## config.mk

```make
export PLATFORM = sky130hd
export DESIGN_NAME = ptm_timer
export DESIGN_NICKNAME = d
export VERILOG_FILES = /design/src/verilog/ptm_pkg.sv /design/src/verilog/ptm_pin_sync.sv /design/src/verilog/ptm_clk_sel.sv /design/src/verilog/ptm_timer.sv
export SDC_FILE = /design/constraint.sdc
export NUM_CORES = 1
export LEC_CHECK = 0
export BUFFER_PORTS_ARGS = -buffer_cell sky130_fd_sc_hd__buf_2
export CAP_MARGIN = 10
export CORE_UTILIZATION = 31
export CTS_CLUSTER_DIAMETER = 150
export DETAILED_ROUTE_END_ITERATION = 10
export GPL_ROUTABILITY_DRIVEN = 1
export REMOVE_ABC_BUFFERS = 1
export SKIP_CTS_REPAIR_TIMING = 1
export SKIP_LAST_GASP = 1
export SYNTH_ARGS = -nofsm -noshare
export SYNTH_HDL_FRONTEND = slang
export SYNTH_SLANG_ARGS = --single-unit
```

## constraint.sdc

```tcl
create_clock -name pclk -period 7 [get_ports pclk]
set_input_delay 0.7 -clock pclk [delete_from_list [all_inputs] [get_ports pclk]]
set_output_delay 0.7 -clock pclk [all_outputs]
set_load 0.02 [all_outputs]
```

## src/verilog/ptm_pkg.sv

```systemverilog
// constants, register map and carrier types for the 10-bit periodic timer
// assumes a 32-bit apb slave, one register per aligned word, 8-bit data in the low lanes
package ptm_pkg;

  // ******************************
  // register map (byte addresses)
  // ******************************
  localparam logic [7:0] OFF_CTRL0    = 8'h00;
  localparam logic [7:0] OFF_CTRL1    = 8'h04;
  localparam logic [7:0] OFF_CNT_LO   = 8'h08;
  localparam logic [7:0] OFF_CNT_HI   = 8'h0C;
  localparam logic [7:0] OFF_DUTY_LO  = 8'h10;
  localparam logic [7:0] OFF_DUTY_HI  = 8'h14;
  localparam logic [7:0] OFF_PER_LO   = 8'h18;
  localparam logic [7:0] OFF_PER_HI   = 8'h1C;
  localparam logic [7:0] OFF_FLAGS    = 8'h20;

  // ******************************
  // field positions and reset values
  // ******************************
  localparam int          BIT_PAUSE      = 7;
  localparam int          BIT_ON         = 3;
  localparam int          POS_CSEL       = 4;
  localparam int          BIT_DUTY_FLAG  = 0;
  localparam int          BIT_PER_FLAG   = 1;
  localparam logic [7:0]  RST_BYTE       = 8'h00;
  localparam logic [9:0]  RST_CMP        = 10'h000;

  // ******************************
  // mode, output-function and clock-select codes
  // ******************************
  localparam logic [1:0]  MODE_CMP       = 2'h0;
  localparam logic [1:0]  MODE_PWM       = 2'h2;
  localparam logic [1:0]  MODE_TMR       = 2'h3;
  localparam logic [1:0]  IO_INACTIVE    = 2'h0;
  localparam logic [1:0]  IO_ACTIVE      = 2'h1;
  localparam logic [1:0]  IO_PWM         = 2'h2;
  localparam logic [1:0]  IO_PULSE       = 2'h3;
  localparam logic [2:0]  CSEL_SYS4      = 3'h0;
  localparam logic [2:0]  CSEL_SYS       = 3'h1;
  localparam logic [2:0]  CSEL_H16       = 3'h2;
  localparam logic [2:0]  CSEL_H64       = 3'h3;
  localparam logic [2:0]  CSEL_PIN_RISE  = 3'h6;
  localparam logic [2:0]  CSEL_PIN_FALL  = 3'h7;
  localparam int          DIV_SYS4       = 4;
  localparam int          DIV_H16        = 16;
  localparam int          DIV_H64        = 64;
  localparam int          DIV_SUB        = 32;

  // second control byte, laid out as software sees it
  typedef struct packed {
    logic [1:0] mode;
    logic [1:0] io;
    logic       oc;
    logic       pol;
    logic       rsv;
    logic       cclr;
  } ptm_cfg_t;

  typedef struct packed {
    logic       rise;
    logic       fall;
  } ptm_edge_t;

endpackage

```

## src/verilog/ptm_pin_sync.sv

```systemverilog
// two-flop synchroniser and edge detector for the external clock pin
// assumes the pin is asynchronous to pclk
`timescale 1ns/1ns
module ptm_pin_sync (
  input  wire logic               pclk,
  input  wire logic               presetn,
  input  wire logic               pin_i,
  output ptm_pkg::ptm_edge_t      edge_o
);
  logic meta_q;
  logic sync_q;
  logic prev_q;

  // first flop is read only by the second
  always_ff @(posedge pclk or negedge presetn) begin
    if (!presetn) begin
      meta_q <= 1'b0;
      sync_q <= 1'b0;
      prev_q <= 1'b0;
    end else begin
      meta_q <= pin_i;
      sync_q <= meta_q;
      prev_q <= sync_q;
    end
  end

  // one driver for the whole carrier: rise first, then fall
  assign edge_o = {sync_q & ~prev_q, ~sync_q & prev_q};

endmodule // ptm_pin_sync

```

## src/verilog/ptm_clk_sel.sv

```systemverilog
// counter clock selection as one-cycle ticks on pclk
// assumes pin edges already synchronised; internal clocks derive from pclk
`timescale 1ns/1ns
module ptm_clk_sel #(
  parameter int SUB_DIV = ptm_pkg::DIV_SUB
) (
  input  wire logic               pclk,
  input  wire logic               presetn,
  input  wire logic [2:0]         sel_i,
  input  ptm_pkg::ptm_edge_t      edge_i,
  output logic                    tick_o
);
  logic [5:0]  pre_q;
  logic [15:0] sub_q;
  logic        sub_tick;

  always_ff @(posedge pclk or negedge presetn) begin
    if (!presetn) begin
      pre_q <= 6'h00;
    end else begin
      pre_q <= pre_q + 6'h01;
    end
  end

  // sub clock is modelled as a pclk divider, so it stays phase-locked
  always_ff @(posedge pclk or negedge presetn) begin
    if (!presetn) begin
      sub_q <= 16'h0000;
    end else if (sub_tick) begin
      sub_q <= 16'h0000;
    end else begin
      sub_q <= sub_q + 16'h0001;
    end
  end

  assign sub_tick = (sub_q == 16'(SUB_DIV - 1));

  always_comb begin
    case (sel_i)
      ptm_pkg::CSEL_SYS4:     tick_o = (pre_q[1:0] == 2'(ptm_pkg::DIV_SYS4 - 1));
      ptm_pkg::CSEL_SYS:      tick_o = 1'b1;
      ptm_pkg::CSEL_H16:      tick_o = (pre_q[3:0] == 4'(ptm_pkg::DIV_H16 - 1));
      ptm_pkg::CSEL_H64:      tick_o = (pre_q == 6'(ptm_pkg::DIV_H64 - 1));
      ptm_pkg::CSEL_PIN_RISE: tick_o = edge_i.rise;
      ptm_pkg::CSEL_PIN_FALL: tick_o = edge_i.fall;
      default:                tick_o = sub_tick;
    endcase
  end

endmodule // ptm_clk_sel

```

## src/verilog/ptm_timer.sv

```systemverilog
// 10-bit periodic timer: apb registers, counter, comparators, output pin
// assumes apb master on pclk; external clock pin is asynchronous
`timescale 1ns/1ns
module ptm_timer #(
  parameter int SUB_DIV = ptm_pkg::DIV_SUB
) (
  input  wire logic        pclk,
  input  wire logic        presetn,
  input  wire logic        psel,
  input  wire logic        penable,
  input  wire logic        pwrite,
  input  wire logic [7:0]  paddr,
  input  wire logic [31:0] pwdata,
  output logic      [31:0] prdata,
  output logic             pready,
  output logic             pslverr,
  input  wire logic        external_clock_pin,
  output logic             timer_output_pin_o,
  output logic             timer_output_pin_oe
);

  // ******************************
  // register state
  // ******************************
  logic                 counter_pause_bit_q;
  logic [2:0]           clock_select_field_q;
  logic                 counter_on_bit_q;
  logic                 on_prev_q;
  ptm_pkg::ptm_cfg_t    timer_control_two_q;
  logic [9:0]           duty_compare_value_q;
  logic [9:0]           period_compare_value_q;
  logic [9:0]           cnt_q;
  logic                 duty_match_flag_q;
  logic                 period_match_flag_q;
  logic                 lvl_q;

  ptm_pkg::ptm_edge_t   pin_edge;
  logic                 tick;
  logic                 wr;
  logic                 rd_setup;
  logic                 mapped;
  logic [7:0]           rd_byte;
  logic                 on_rise;
  logic                 run;
  logic [9:0]           nxt;
  logic                 a_hit;
  logic                 p_hit;
  logic                 mode_cmp;
  logic                 mode_pwm;
  logic                 mode_sp;
  logic                 clr;
  logic                 p_flag_ev;
  logic                 sp_trig;
  logic                 pin_d;
  logic                 oe_d;

  ptm_pin_sync u_sync (
    .pclk    (pclk),
    .presetn (presetn),
    .pin_i   (external_clock_pin),
    .edge_o  (pin_edge)
  );

  ptm_clk_sel #(.SUB_DIV(SUB_DIV)) u_clk (
    .pclk    (pclk),
    .presetn (presetn),
    .sel_i   (clock_select_field_q),
    .edge_i  (pin_edge),
    .tick_o  (tick)
  );

  // ******************************
  // apb slave: zero wait states, error on unmapped word
  // ******************************
  function automatic logic is_wr(input logic [7:0] a);
    is_wr = wr && (paddr == a);
  endfunction

  assign wr       = psel && penable && pwrite;
  assign rd_setup = psel && !penable && !pwrite;
  assign pready   = 1'b1;
  assign mapped   = (paddr[1:0] == 2'h0) && (paddr <= ptm_pkg::OFF_FLAGS);
  assign pslverr  = psel && penable && !mapped;

  always_comb begin
    case (paddr)
      ptm_pkg::OFF_CTRL0:   rd_byte = {counter_pause_bit_q, clock_select_field_q,
                                       counter_on_bit_q, 3'h0};
      ptm_pkg::OFF_CTRL1:   rd_byte = timer_control_two_q;
      ptm_pkg::OFF_CNT_LO:  rd_byte = cnt_q[7:0];
      ptm_pkg::OFF_CNT_HI:  rd_byte = {6'h00, cnt_q[9:8]};
      ptm_pkg::OFF_DUTY_LO: rd_byte = duty_compare_value_q[7:0];
      ptm_pkg::OFF_DUTY_HI: rd_byte = {6'h00, duty_compare_value_q[9:8]};
      ptm_pkg::OFF_PER_LO:  rd_byte = period_compare_value_q[7:0];
      ptm_pkg::OFF_PER_HI:  rd_byte = {6'h00, period_compare_value_q[9:8]};
      ptm_pkg::OFF_FLAGS:   rd_byte = {6'h00, period_match_flag_q, duty_match_flag_q};
      default:              rd_byte = ptm_pkg::RST_BYTE;
    endcase
  end

  // read data captured in the setup cycle, stable through the access phase
  always_ff @(posedge pclk or negedge presetn) begin
    if (!presetn) begin
      prdata <= 32'h0000_0000;
    end else if (rd_setup) begin
      prdata <= {24'h00_0000, rd_byte};
    end
  end

  always_ff @(posedge pclk or negedge presetn) begin
    if (!presetn) begin
      counter_pause_bit_q  <= 1'b0;
      clock_select_field_q <= 3'h0;
      timer_control_two_q  <= ptm_pkg::RST_BYTE;
    end else begin
      if (is_wr(ptm_pkg::OFF_CTRL0)) begin
        counter_pause_bit_q  <= pwdata[ptm_pkg::BIT_PAUSE];
        clock_select_field_q <= pwdata[ptm_pkg::POS_CSEL +: 3];
      end
      if (is_wr(ptm_pkg::OFF_CTRL1)) begin
        timer_control_two_q <= pwdata[7:0];
      end
    end
  end

  always_ff @(posedge pclk or negedge presetn) begin
    if (!presetn) begin
      duty_compare_value_q   <= ptm_pkg::RST_CMP;
      period_compare_value_q <= ptm_pkg::RST_CMP;
    end else begin
      if (is_wr(ptm_pkg::OFF_DUTY_LO)) duty_compare_value_q[7:0] <= pwdata[7:0];
      if (is_wr(ptm_pkg::OFF_DUTY_HI)) duty_compare_value_q[9:8] <= pwdata[1:0];
      if (is_wr(ptm_pkg::OFF_PER_LO))  period_compare_value_q[7:0] <= pwdata[7:0];
      if (is_wr(ptm_pkg::OFF_PER_HI))  period_compare_value_q[9:8] <= pwdata[1:0];
    end
  end

  // ******************************
  // mode decode and comparators
  // ******************************
  assign mode_cmp = (timer_control_two_q.mode == ptm_pkg::MODE_CMP) ||
                    (timer_control_two_q.mode == ptm_pkg::MODE_TMR);
  assign mode_pwm = (timer_control_two_q.mode == ptm_pkg::MODE_PWM) &&
                    (timer_control_two_q.io != ptm_pkg::IO_PULSE);
  assign mode_sp  = (timer_control_two_q.mode == ptm_pkg::MODE_PWM) &&
                    (timer_control_two_q.io == ptm_pkg::IO_PULSE);

  assign on_rise = counter_on_bit_q && !on_prev_q;
  assign run     = tick && counter_on_bit_q && !on_rise && !counter_pause_bit_q;
  assign nxt     = cnt_q + 10'h001;
  // a duty value of zero never matches: the count simply wraps at 3FF
  assign a_hit   = run && (duty_compare_value_q != ptm_pkg::RST_CMP) &&
                   (nxt == duty_compare_value_q);
  // period zero matches the wrap to zero, i.e. overflow
  assign p_hit   = run && (nxt == period_compare_value_q);

  always_comb begin
    clr       = 1'b0;
    p_flag_ev = 1'b0;
    if (mode_pwm) begin
      clr       = p_hit;
      p_flag_ev = p_hit;
    end else if (mode_cmp && timer_control_two_q.cclr) begin
      clr       = a_hit;
    end else if (mode_cmp) begin
      clr       = p_hit;
      p_flag_ev = p_hit;
    end
  end

  // ******************************
  // on bit and counter
  // ******************************
  assign sp_trig = mode_sp && ((clock_select_field_q == ptm_pkg::CSEL_PIN_FALL) ?
                               pin_edge.fall : pin_edge.rise);

  // pin trigger beats a same-cycle clear; a duty match beats a software write
  always_ff @(posedge pclk or negedge presetn) begin
    if (!presetn) begin
      counter_on_bit_q <= 1'b0;
    end else if (sp_trig) begin
      counter_on_bit_q <= 1'b1;
    end else if (mode_sp && a_hit) begin
      counter_on_bit_q <= 1'b0;
    end else if (is_wr(ptm_pkg::OFF_CTRL0)) begin
      counter_on_bit_q <= pwdata[ptm_pkg::BIT_ON];
    end
  end

  always_ff @(posedge pclk or negedge presetn) begin
    if (!presetn) begin
      on_prev_q <= 1'b0;
    end else begin
      on_prev_q <= counter_on_bit_q;
    end
  end

  always_ff @(posedge pclk or negedge presetn) begin
    if (!presetn) begin
      cnt_q <= ptm_pkg::RST_CMP;
    end else if (on_rise) begin
      cnt_q <= ptm_pkg::RST_CMP;
    end else if (run) begin
      cnt_q <= clr ? ptm_pkg::RST_CMP : nxt;
    end
  end

  // hardware set wins over a same-cycle write-one-to-clear
  always_ff @(posedge pclk or negedge presetn) begin
    if (!presetn) begin
      duty_match_flag_q   <= 1'b0;
      period_match_flag_q <= 1'b0;
    end else begin
      if (a_hit) begin
        duty_match_flag_q <= 1'b1;
      end else if (is_wr(ptm_pkg::OFF_FLAGS) && pwdata[ptm_pkg::BIT_DUTY_FLAG]) begin
        duty_match_flag_q <= 1'b0;
      end
      if (p_flag_ev) begin
        period_match_flag_q <= 1'b1;
      end else if (is_wr(ptm_pkg::OFF_FLAGS) && pwdata[ptm_pkg::BIT_PER_FLAG]) begin
        period_match_flag_q <= 1'b0;
      end
    end
  end

  // ******************************
  // output pin
  // ******************************
  always_ff @(posedge pclk or negedge presetn) begin
    if (!presetn) begin
      lvl_q <= 1'b0;
    end else if (on_rise) begin
      lvl_q <= timer_control_two_q.oc;
    end else if (a_hit) begin
      case (timer_control_two_q.io)
        ptm_pkg::IO_ACTIVE: lvl_q <= 1'b0;
        ptm_pkg::IO_PWM:    lvl_q <= 1'b1;
        ptm_pkg::IO_PULSE:  lvl_q <= ~lvl_q;
        default:            lvl_q <= lvl_q;
      endcase
    end
  end

  always_comb begin
    oe_d  = 1'b1;
    pin_d = 1'b0;
    case (timer_control_two_q.mode)
      ptm_pkg::MODE_CMP: pin_d = lvl_q;
      ptm_pkg::MODE_PWM: begin
        case (timer_control_two_q.io)
          ptm_pkg::IO_INACTIVE: pin_d = ~timer_control_two_q.oc;
          ptm_pkg::IO_ACTIVE:   pin_d = timer_control_two_q.oc;
          // with a nonzero period, duty at or above it keeps the count below duty all period
          ptm_pkg::IO_PWM:      pin_d = (cnt_q < duty_compare_value_q) ?
                                        timer_control_two_q.oc :
                                        ~timer_control_two_q.oc;
          default:              pin_d = counter_on_bit_q ? timer_control_two_q.oc :
                                        ~timer_control_two_q.oc;
        endcase
      end
      default:           oe_d = 1'b0;
    endcase
  end

  always_ff @(posedge pclk or negedge presetn) begin
    if (!presetn) begin
      timer_output_pin_o  <= 1'b0;
      timer_output_pin_oe <= 1'b0;
    end else begin
      timer_output_pin_o  <= oe_d & (pin_d ^ timer_control_two_q.pol);
      timer_output_pin_oe <= oe_d;
    end
  end

  // ******************************
  // assertions
  // ******************************
  a_hi_byte_zero: assert property (@(posedge pclk) disable iff (!presetn)
    (psel && penable && !pwrite && (paddr == ptm_pkg::OFF_PER_HI)) |-> (prdata[31:2] == 30'h0))
    else $error("period high byte upper bits not zero");

  a_on_rise_zero: assert property (@(posedge pclk) disable iff (!presetn)
    $rose(counter_on_bit_q) |=> (cnt_q == 10'h000))
    else $error("counter not zeroed on on-bit rise");

  a_pause_holds: assert property (@(posedge pclk) disable iff (!presetn)
    (counter_pause_bit_q && !on_rise) |=> $stable(cnt_q))
    else $error("counter moved while paused");

  a_duty_flag_set: assert property (@(posedge pclk) disable iff (!presetn)
    a_hit |=> duty_match_flag_q)
    else $error("duty match did not set its flag");

  a_cclr_no_pflag: assert property (@(posedge pclk) disable iff (!presetn)
    (mode_cmp && timer_control_two_q.cclr && !period_match_flag_q) |=> !period_match_flag_q)
    else $error("period flag set with clear-select high");

  a_pwm_full_duty: assert property (@(posedge pclk) disable iff (!presetn)
    (mode_pwm && (timer_control_two_q.io == ptm_pkg::IO_PWM) &&
     (period_compare_value_q != 10'h000) && (cnt_q < period_compare_value_q) &&
     (duty_compare_value_q >= period_compare_value_q))
    |=> (timer_output_pin_o == ($past(timer_control_two_q.oc) ^ $past(timer_control_two_q.pol))))
    else $error("pwm not fully active with duty at or above period");

  a_sp_match_off: assert property (@(posedge pclk) disable iff (!presetn)
    (mode_sp && a_hit && !sp_trig) |=> !counter_on_bit_q ##1 (timer_output_pin_o ==
      (~$past(timer_control_two_q.oc, 2) ^ $past(timer_control_two_q.pol, 2))))
    else $error("pulse not ended by duty match");

  a_tmr_released: assert property (@(posedge pclk) disable iff (!presetn)
    (timer_control_two_q.mode == ptm_pkg::MODE_TMR) |=> !timer_output_pin_oe)
    else $error("pin driven in timer mode");

  a_cm_init_lvl: assert property (@(posedge pclk) disable iff (!presetn)
    (on_rise && (timer_control_two_q.mode == ptm_pkg::MODE_CMP) && $stable(timer_control_two_q))
    |=> ##1 (timer_output_pin_o == ($past(timer_control_two_q.oc, 2) ^
                                    $past(timer_control_two_q.pol, 2))) or $changed(timer_control_two_q) or a_hit)
    else $error("initial level not loaded on on-bit rise");

endmodule // ptm_timer

```

=== Word level (Yosys, flattened, before mapping) ===
Cells that the tools add are included.

* Eq/ne operators: 25
* Add/sub/neg operators: 3
* Reduce and logical (&&, ||, !) cells: 48
* $lt $le $gt $ge: 2
* Bitwise gates (word level): 8
* Multiplexer cells: 27

{| class="wikitable"
|+ Operator list
! kind !! count
|-
| $pmux W8 S9 || 1
|-
| $eq A8 B5 Y1 const B || 4
|-
| $mux W10 || 3
|-
| $logic_and A1 B1 Y1 || 27
|-
| $eq A10 B10 Y1 || 2
|-
| $mux W1 || 18
|-
| $add A16 B1 Y16 const B || 1
|-
| $eq A16 B5 Y1 const B || 1
|-
| $eq A8 B4 Y1 const B || 2
|-
| $mux W16 || 1
|-
| $add A10 B1 Y10 const B || 1
|-
| $eq A2 B2 Y1 const B || 5
|-
| $lt A10 B10 Y1 || 1
|-
| $reduce_bool A10 Y1 || 1
|-
| $eq A8 B3 Y1 const B || 1
|-
| $eq A8 B6 Y1 const B || 1
|-
| $le A8 B6 Y1 const B || 1
|-
| $logic_not A8 Y1 || 1
|-
| $reduce_bool A2 Y1 || 4
|-
| $add A6 B1 Y6 const B || 1
|-
| $eq A3 B2 Y1 const B || 2
|-
| $eq A3 B3 Y1 const B || 2
|-
| $eq A6 B6 Y1 const B || 1
|-
| $logic_not A1 Y1 || 6
|-
| other kinds (17) || 25
|}

* Logic and storage cells: 139
* Bits in registers: 82
* Input port bits: 46
* Output and inout port bits: 36

=== Logic depth before layout (Yosys ltp) ===
* Depth in word-level cells: 13
* Gate-level depth with buffers: 11
* Mapped depth without buffers: 10

=== Hierarchy ===
A second synthesis with hierarchy kept.

* Cells, all modules: 469
* Area total of the unflattened synthesis: 4916.0 µm²

{| class="wikitable"
|+ By module, submodules not included
! module !! sequential area each (µm²) !! cells each !! area each (µm²) !! times used
|-
| ptm_timer || 1426.4 || 377 || 3836.2 || 1
|-
| ptm_clk_sel || 550.5 || 87 || 989.7 || 1
|-
| ptm_pin_sync || 75.1 || 5 || 90.1 || 1
|}

=== Worst setup path after synthesis ===
No wires, ideal clock.

* Path kind: reg-to-reg
* From: reg cnt_q[2]
* To: reg cnt_q[4]
* Clock period less this slack: 2654 ps
* Buffers on the path: 3
* Cell stages (with the launch flop): 12
* Library setup time: 124 ps
* Setup slack: 4346 ps
* Arrival time: 2530 ps
* Data required time: 6876 ps
* Cells stage by stage: dfrtp_1 -> buf_4 -> nand3_2 -> or4_1 -> clkbuf_2 -> xnor2_1 -> nor4_1 -> nand3_1 -> nand3_1 -> buf_6 -> nor3_1 -> a211o_1

* Word-level cells in the longest chain between the ends: 9
* Elaborated cells on any way between the ends: 11
* Those cells by class: add/sub: 1; eq/ne: 2; mux: 6; reduce/logical: 2

{| class="wikitable"
|+ RTL lines
! what !! RTL line !! source
|-
| start, declared || ptm_timer.sv:32 || <nowiki>logic [9:0] cnt_q;</nowiki>
|-
| start signal, assigned || ptm_timer.sv:200 || <nowiki>cnt_q <= ptm_pkg::RST_CMP;</nowiki>
|-
| start signal, assigned || ptm_timer.sv:202 || <nowiki>cnt_q <= ptm_pkg::RST_CMP;</nowiki>
|-
| start signal, assigned || ptm_timer.sv:204 || <nowiki>cnt_q <= clr ? ptm_pkg::RST_CMP : nxt;</nowiki>
|-
| $add A10 B1 Y10 (*) || ptm_timer.sv:150 || <nowiki>assign nxt = cnt_q + 10'h001;</nowiki>
|-
| $eq A10 B10 Y1 || ptm_timer.sv:155 || <nowiki>assign p_hit = run && (nxt == period_compare_value_q);</nowiki>
|-
| $logic_and A1 B1 Y1 || ptm_timer.sv:155 ||
|-
| $mux W1 || ptm_timer.sv:165 || <nowiki>end else if (mode_cmp) begin</nowiki>
|-
| $mux W1 || ptm_timer.sv:163 || <nowiki>end else if (mode_cmp && timer_control_two_q.cclr) begin</nowiki>
|-
| $mux W1 || ptm_timer.sv:160 || <nowiki>if (mode_pwm) begin</nowiki>
|-
| $mux W10 (*) || ptm_timer.sv:204 ||
|-
| $mux W10 (*) || ptm_timer.sv:203 || <nowiki>end else if (run) begin</nowiki>
|-
| $mux W10 (*) || ptm_timer.sv:201 || <nowiki>end else if (on_rise) begin</nowiki>
|}

Mark *: on every way between the ends. The rest lies on a longest branch, timed or not. The select of a mux whose other input is x is not followed.
A chain may end at the register's enable or synchronous reset.

=== Worst setup path in the final report ===
Same ends and word-level chain as after synthesis.

==> run summary <==
Chip width: 127.2 µm
Largest area contributor in the netlist: dfrtp_1
Yosys warns: 0
Most used DFF post-synth: dfrtp_1
Die Ht: 127.2 µm
Hold Path Class: reg2reg
TritonCTS buffer count: 9
Post-DRT Antenna Nets: 0
Worst vdd ir: 118.2 µV
Sw power: 379.9 µW
CP cell instances: nand3_2 > or4_1 > xnor2_1 > nor4_1 > a31oi_4 > nand3_1 > nor3_1 > a211o_1
Fill count: 1530
Die area: 16180 µm²
Share of the synthesized area in the top cell type: 42.21%
Setup TNS Final: 0 ns
Pre-antenna DRT Iters: 5
H-Tree Depth: 3
WS Path Type: reg2reg
P per Cell Area: 225.1 nW/µm²
Fin crit share: 50.04%
Synth top area cells: dfrtp_1 42%, mux2_2 7.6%, xnor2_1 4.5%
CTS Sinks: 82
Num rows: 45
Drt drc: 0
Initial Util: 31.86%
Worst skew pair latency: 0.34 ns
Fin. Hold Viols: 0
Fin util: 35.23%
Sw frac: 31.40%
Int Power: 829.9 µW
Status: completed
RSZ-0062 raised after global routing: false
Post-Synthesis Cells: 482
Fin nets: 567
FFs w/ async S/R, synth: 100.0%
Endpoint class of the critical path: flop
Vias per cell: 5.129
Skew final: 0.009639 ns
Share of post-route cells with drive strength above 1: 17.81%
First DRT Iteration DRCs: 249
Distinct cells, synth: 65
Clock-pin slew on the worst setup and hold paths: 0.06 ns
HPWL Detailed: 8406 µm
Vias in the first global route: 3495
Clock Tree Buf Depth: 2
GRT overflow: 0
Routed WL per cell: 15.78 µm
Worst-Margin Slew: 1.013 ns
Leak Pwr: 0.002467 µW
Number of synthesized flops with an enable pin: 0
Synth Register Bits: 82
Port Buffers: 32
CP peak stage delay: 0.75 ns
Clock power share: 36.9%
Synthesized area: 4861 µm²
First-pass GRT wire length: 18510 µm
# setup viols final: 0
Slew margin rel.: 32.49%
MaxCap Viol Count: 0
Crit path DAT: 3.73 ns
Routed WL: 11400 µm
Ports: 82
Critical path's slowest cell: or4_1
Layout area overhead: 10.58%
Fmax: 0.2855 GHz
Largest net degree at the start of global routing: 83
Core ar.: 15260 µm²
Initial antenna violation count: 0
Vias: 3703
Comb power frac: 18.7%
Post-synthesis sequential area ratio: 42.21%
Post-Syn Area per Cell: 10.08 µm²
CP Launch Type: flop
Clock period minus worst slack: 3.503 ns
# diodes: 0
Power share of the sequential group: 44.4%
Required time worst endpoint: 7.22 ns
Most frequent cell after synthesis: dfrtp_1
CTS tree: done
Max-slew violation count: 0
Commonest cells in the netlist: 82 x dfrtp_1, 37 x nand2_1, 33 x mux2_2
All-Layer GR Usage: 14.60%
Worst-path fanout max: 12
Root buf cell: clkbuf_16
Placer Congestion: 0.8693
[state kept, by name, summed over array words and instances, names as in the netlist, 3 cells and up]
register	flops
prdata	8
timer_control_two_q	8
period_compare_value_q	10
duty_compare_value_q	10
u_clk.pre_q	6
u_clk.sub_q	16
cnt_q	10
clock_select_field_q	3
[power by group through the flow]
stage | logic (µW) | clock network, µW | registers (µW)
after detailed placement | 223 | 0 | 546
after global placement | 218 | 0 | 544
after global routing | 251 | 473 | 540
after CTS | 225 | 454 | 537
final | 226 | 446 | 538
after floorplan | 168 | 0 | 529
[metrics by stage]
stage / setup WS (ns) / hold slack, ns / std cells / cell area [µm²] / total power [µW]
floorplan: 4.114 / 0.3312 / 463 / 4671 / 696.8
global placement: 3.648 / 0.3320 / 706 / 5097 / 761.7
detailed placement: 3.529 / 0.3358 / 706 / 5097 / 769.1
CTS: 3.515 / 0.3503 / 722 / 5375 / 1216
global route: 3.302 / 0.3635 / 722 / 5375 / 1263
finish: 3.497 / 0.3470 / 722 / 5375 / 1210
[final cells by class]
type / instances / area [µm²] / share of cell area [%]
clock buffers: 10 / 229.0 / 4.260
repair buffers: 32 / 162.7 / 3.026
multi-input cells: 358 / 2532 / 47.11
flip-flops and latches: 82 / 2052 / 38.18
inverters: 23 / 86.33 / 1.606
clock inverters: 6 / 48.80 / 0.9078
well taps: 211 / 264.0 / 4.912
[routing by layer]
layer	global-route usage (%)	up-vias	part of all wire [%]
li1	-	1731	-
met4	5.322	0	1.8
met1	20.73	1843	49
met2	22.07	111	44
met3	2.764	18	4.9
met5	0	-	0
[final timing paths]
check,start,end,slack [ns],depth (start not counted)
hold reg to reg,u_sync.meta_q,u_sync.sync_q,0.35,0
setup reg to reg,cnt_q[2],cnt_q[4],3.50,8
setup / recovery,cnt_q[2],cnt_q[4],3.50,8
min in group asynchronous,presetn,u_sync.sync_q,0.53,1
max in group asynchronous,presetn,period_compare_value_q[9],5.81,1
hold / removal,u_sync.meta_q,u_sync.sync_q,0.35,0
[cell families (layout without fill, tap and decap cells)]
family	count (synthesis)	in the layout	synth area share (%)
buffers and inverters	65	71	7.464
DFF	82	82	42.21
xor gates and xnor gates	41	41	7.954
muxes	38	38	8.777
other	2	25	0.1545
adders and majority gates	15	15	3.861
and+or+nand+nor	158	158	16.94
AOI/OAI and AO/OA	81	81	12.64
[cell usage in the layout, fill, tap and decap left out, types with 5 or more instances in the layout]
master     instances
nand2_1           37
nor4_1             9
o21ai_0           12
and3_1             9
inv_1             23
nand3_1           18
a21oi_1            9
nor2b_1            6
ha_1              15
nand2b_1           7
nor3_1            16
xnor2_1           25
a22oi_1            7
a21o_1             5
nand4_1            6
dfrtp_1           82
a22o_1             9
mux2_2            33
buf_2             31
nor2_1            28
conb_1            25
clkbuf_16          9
a222oi_1           7
xor2_1            14
[worst max-delay path, delay by kind of cell (launching register included)]
kind / cells / cell delay [ns]
compound gates: 2 / 0.49
simple gates: 5 / 2.08
flops: 1 / 0.61
xor+xnor: 1 / 0.19
No activity file was read; power rests on OpenSTA's default activity.
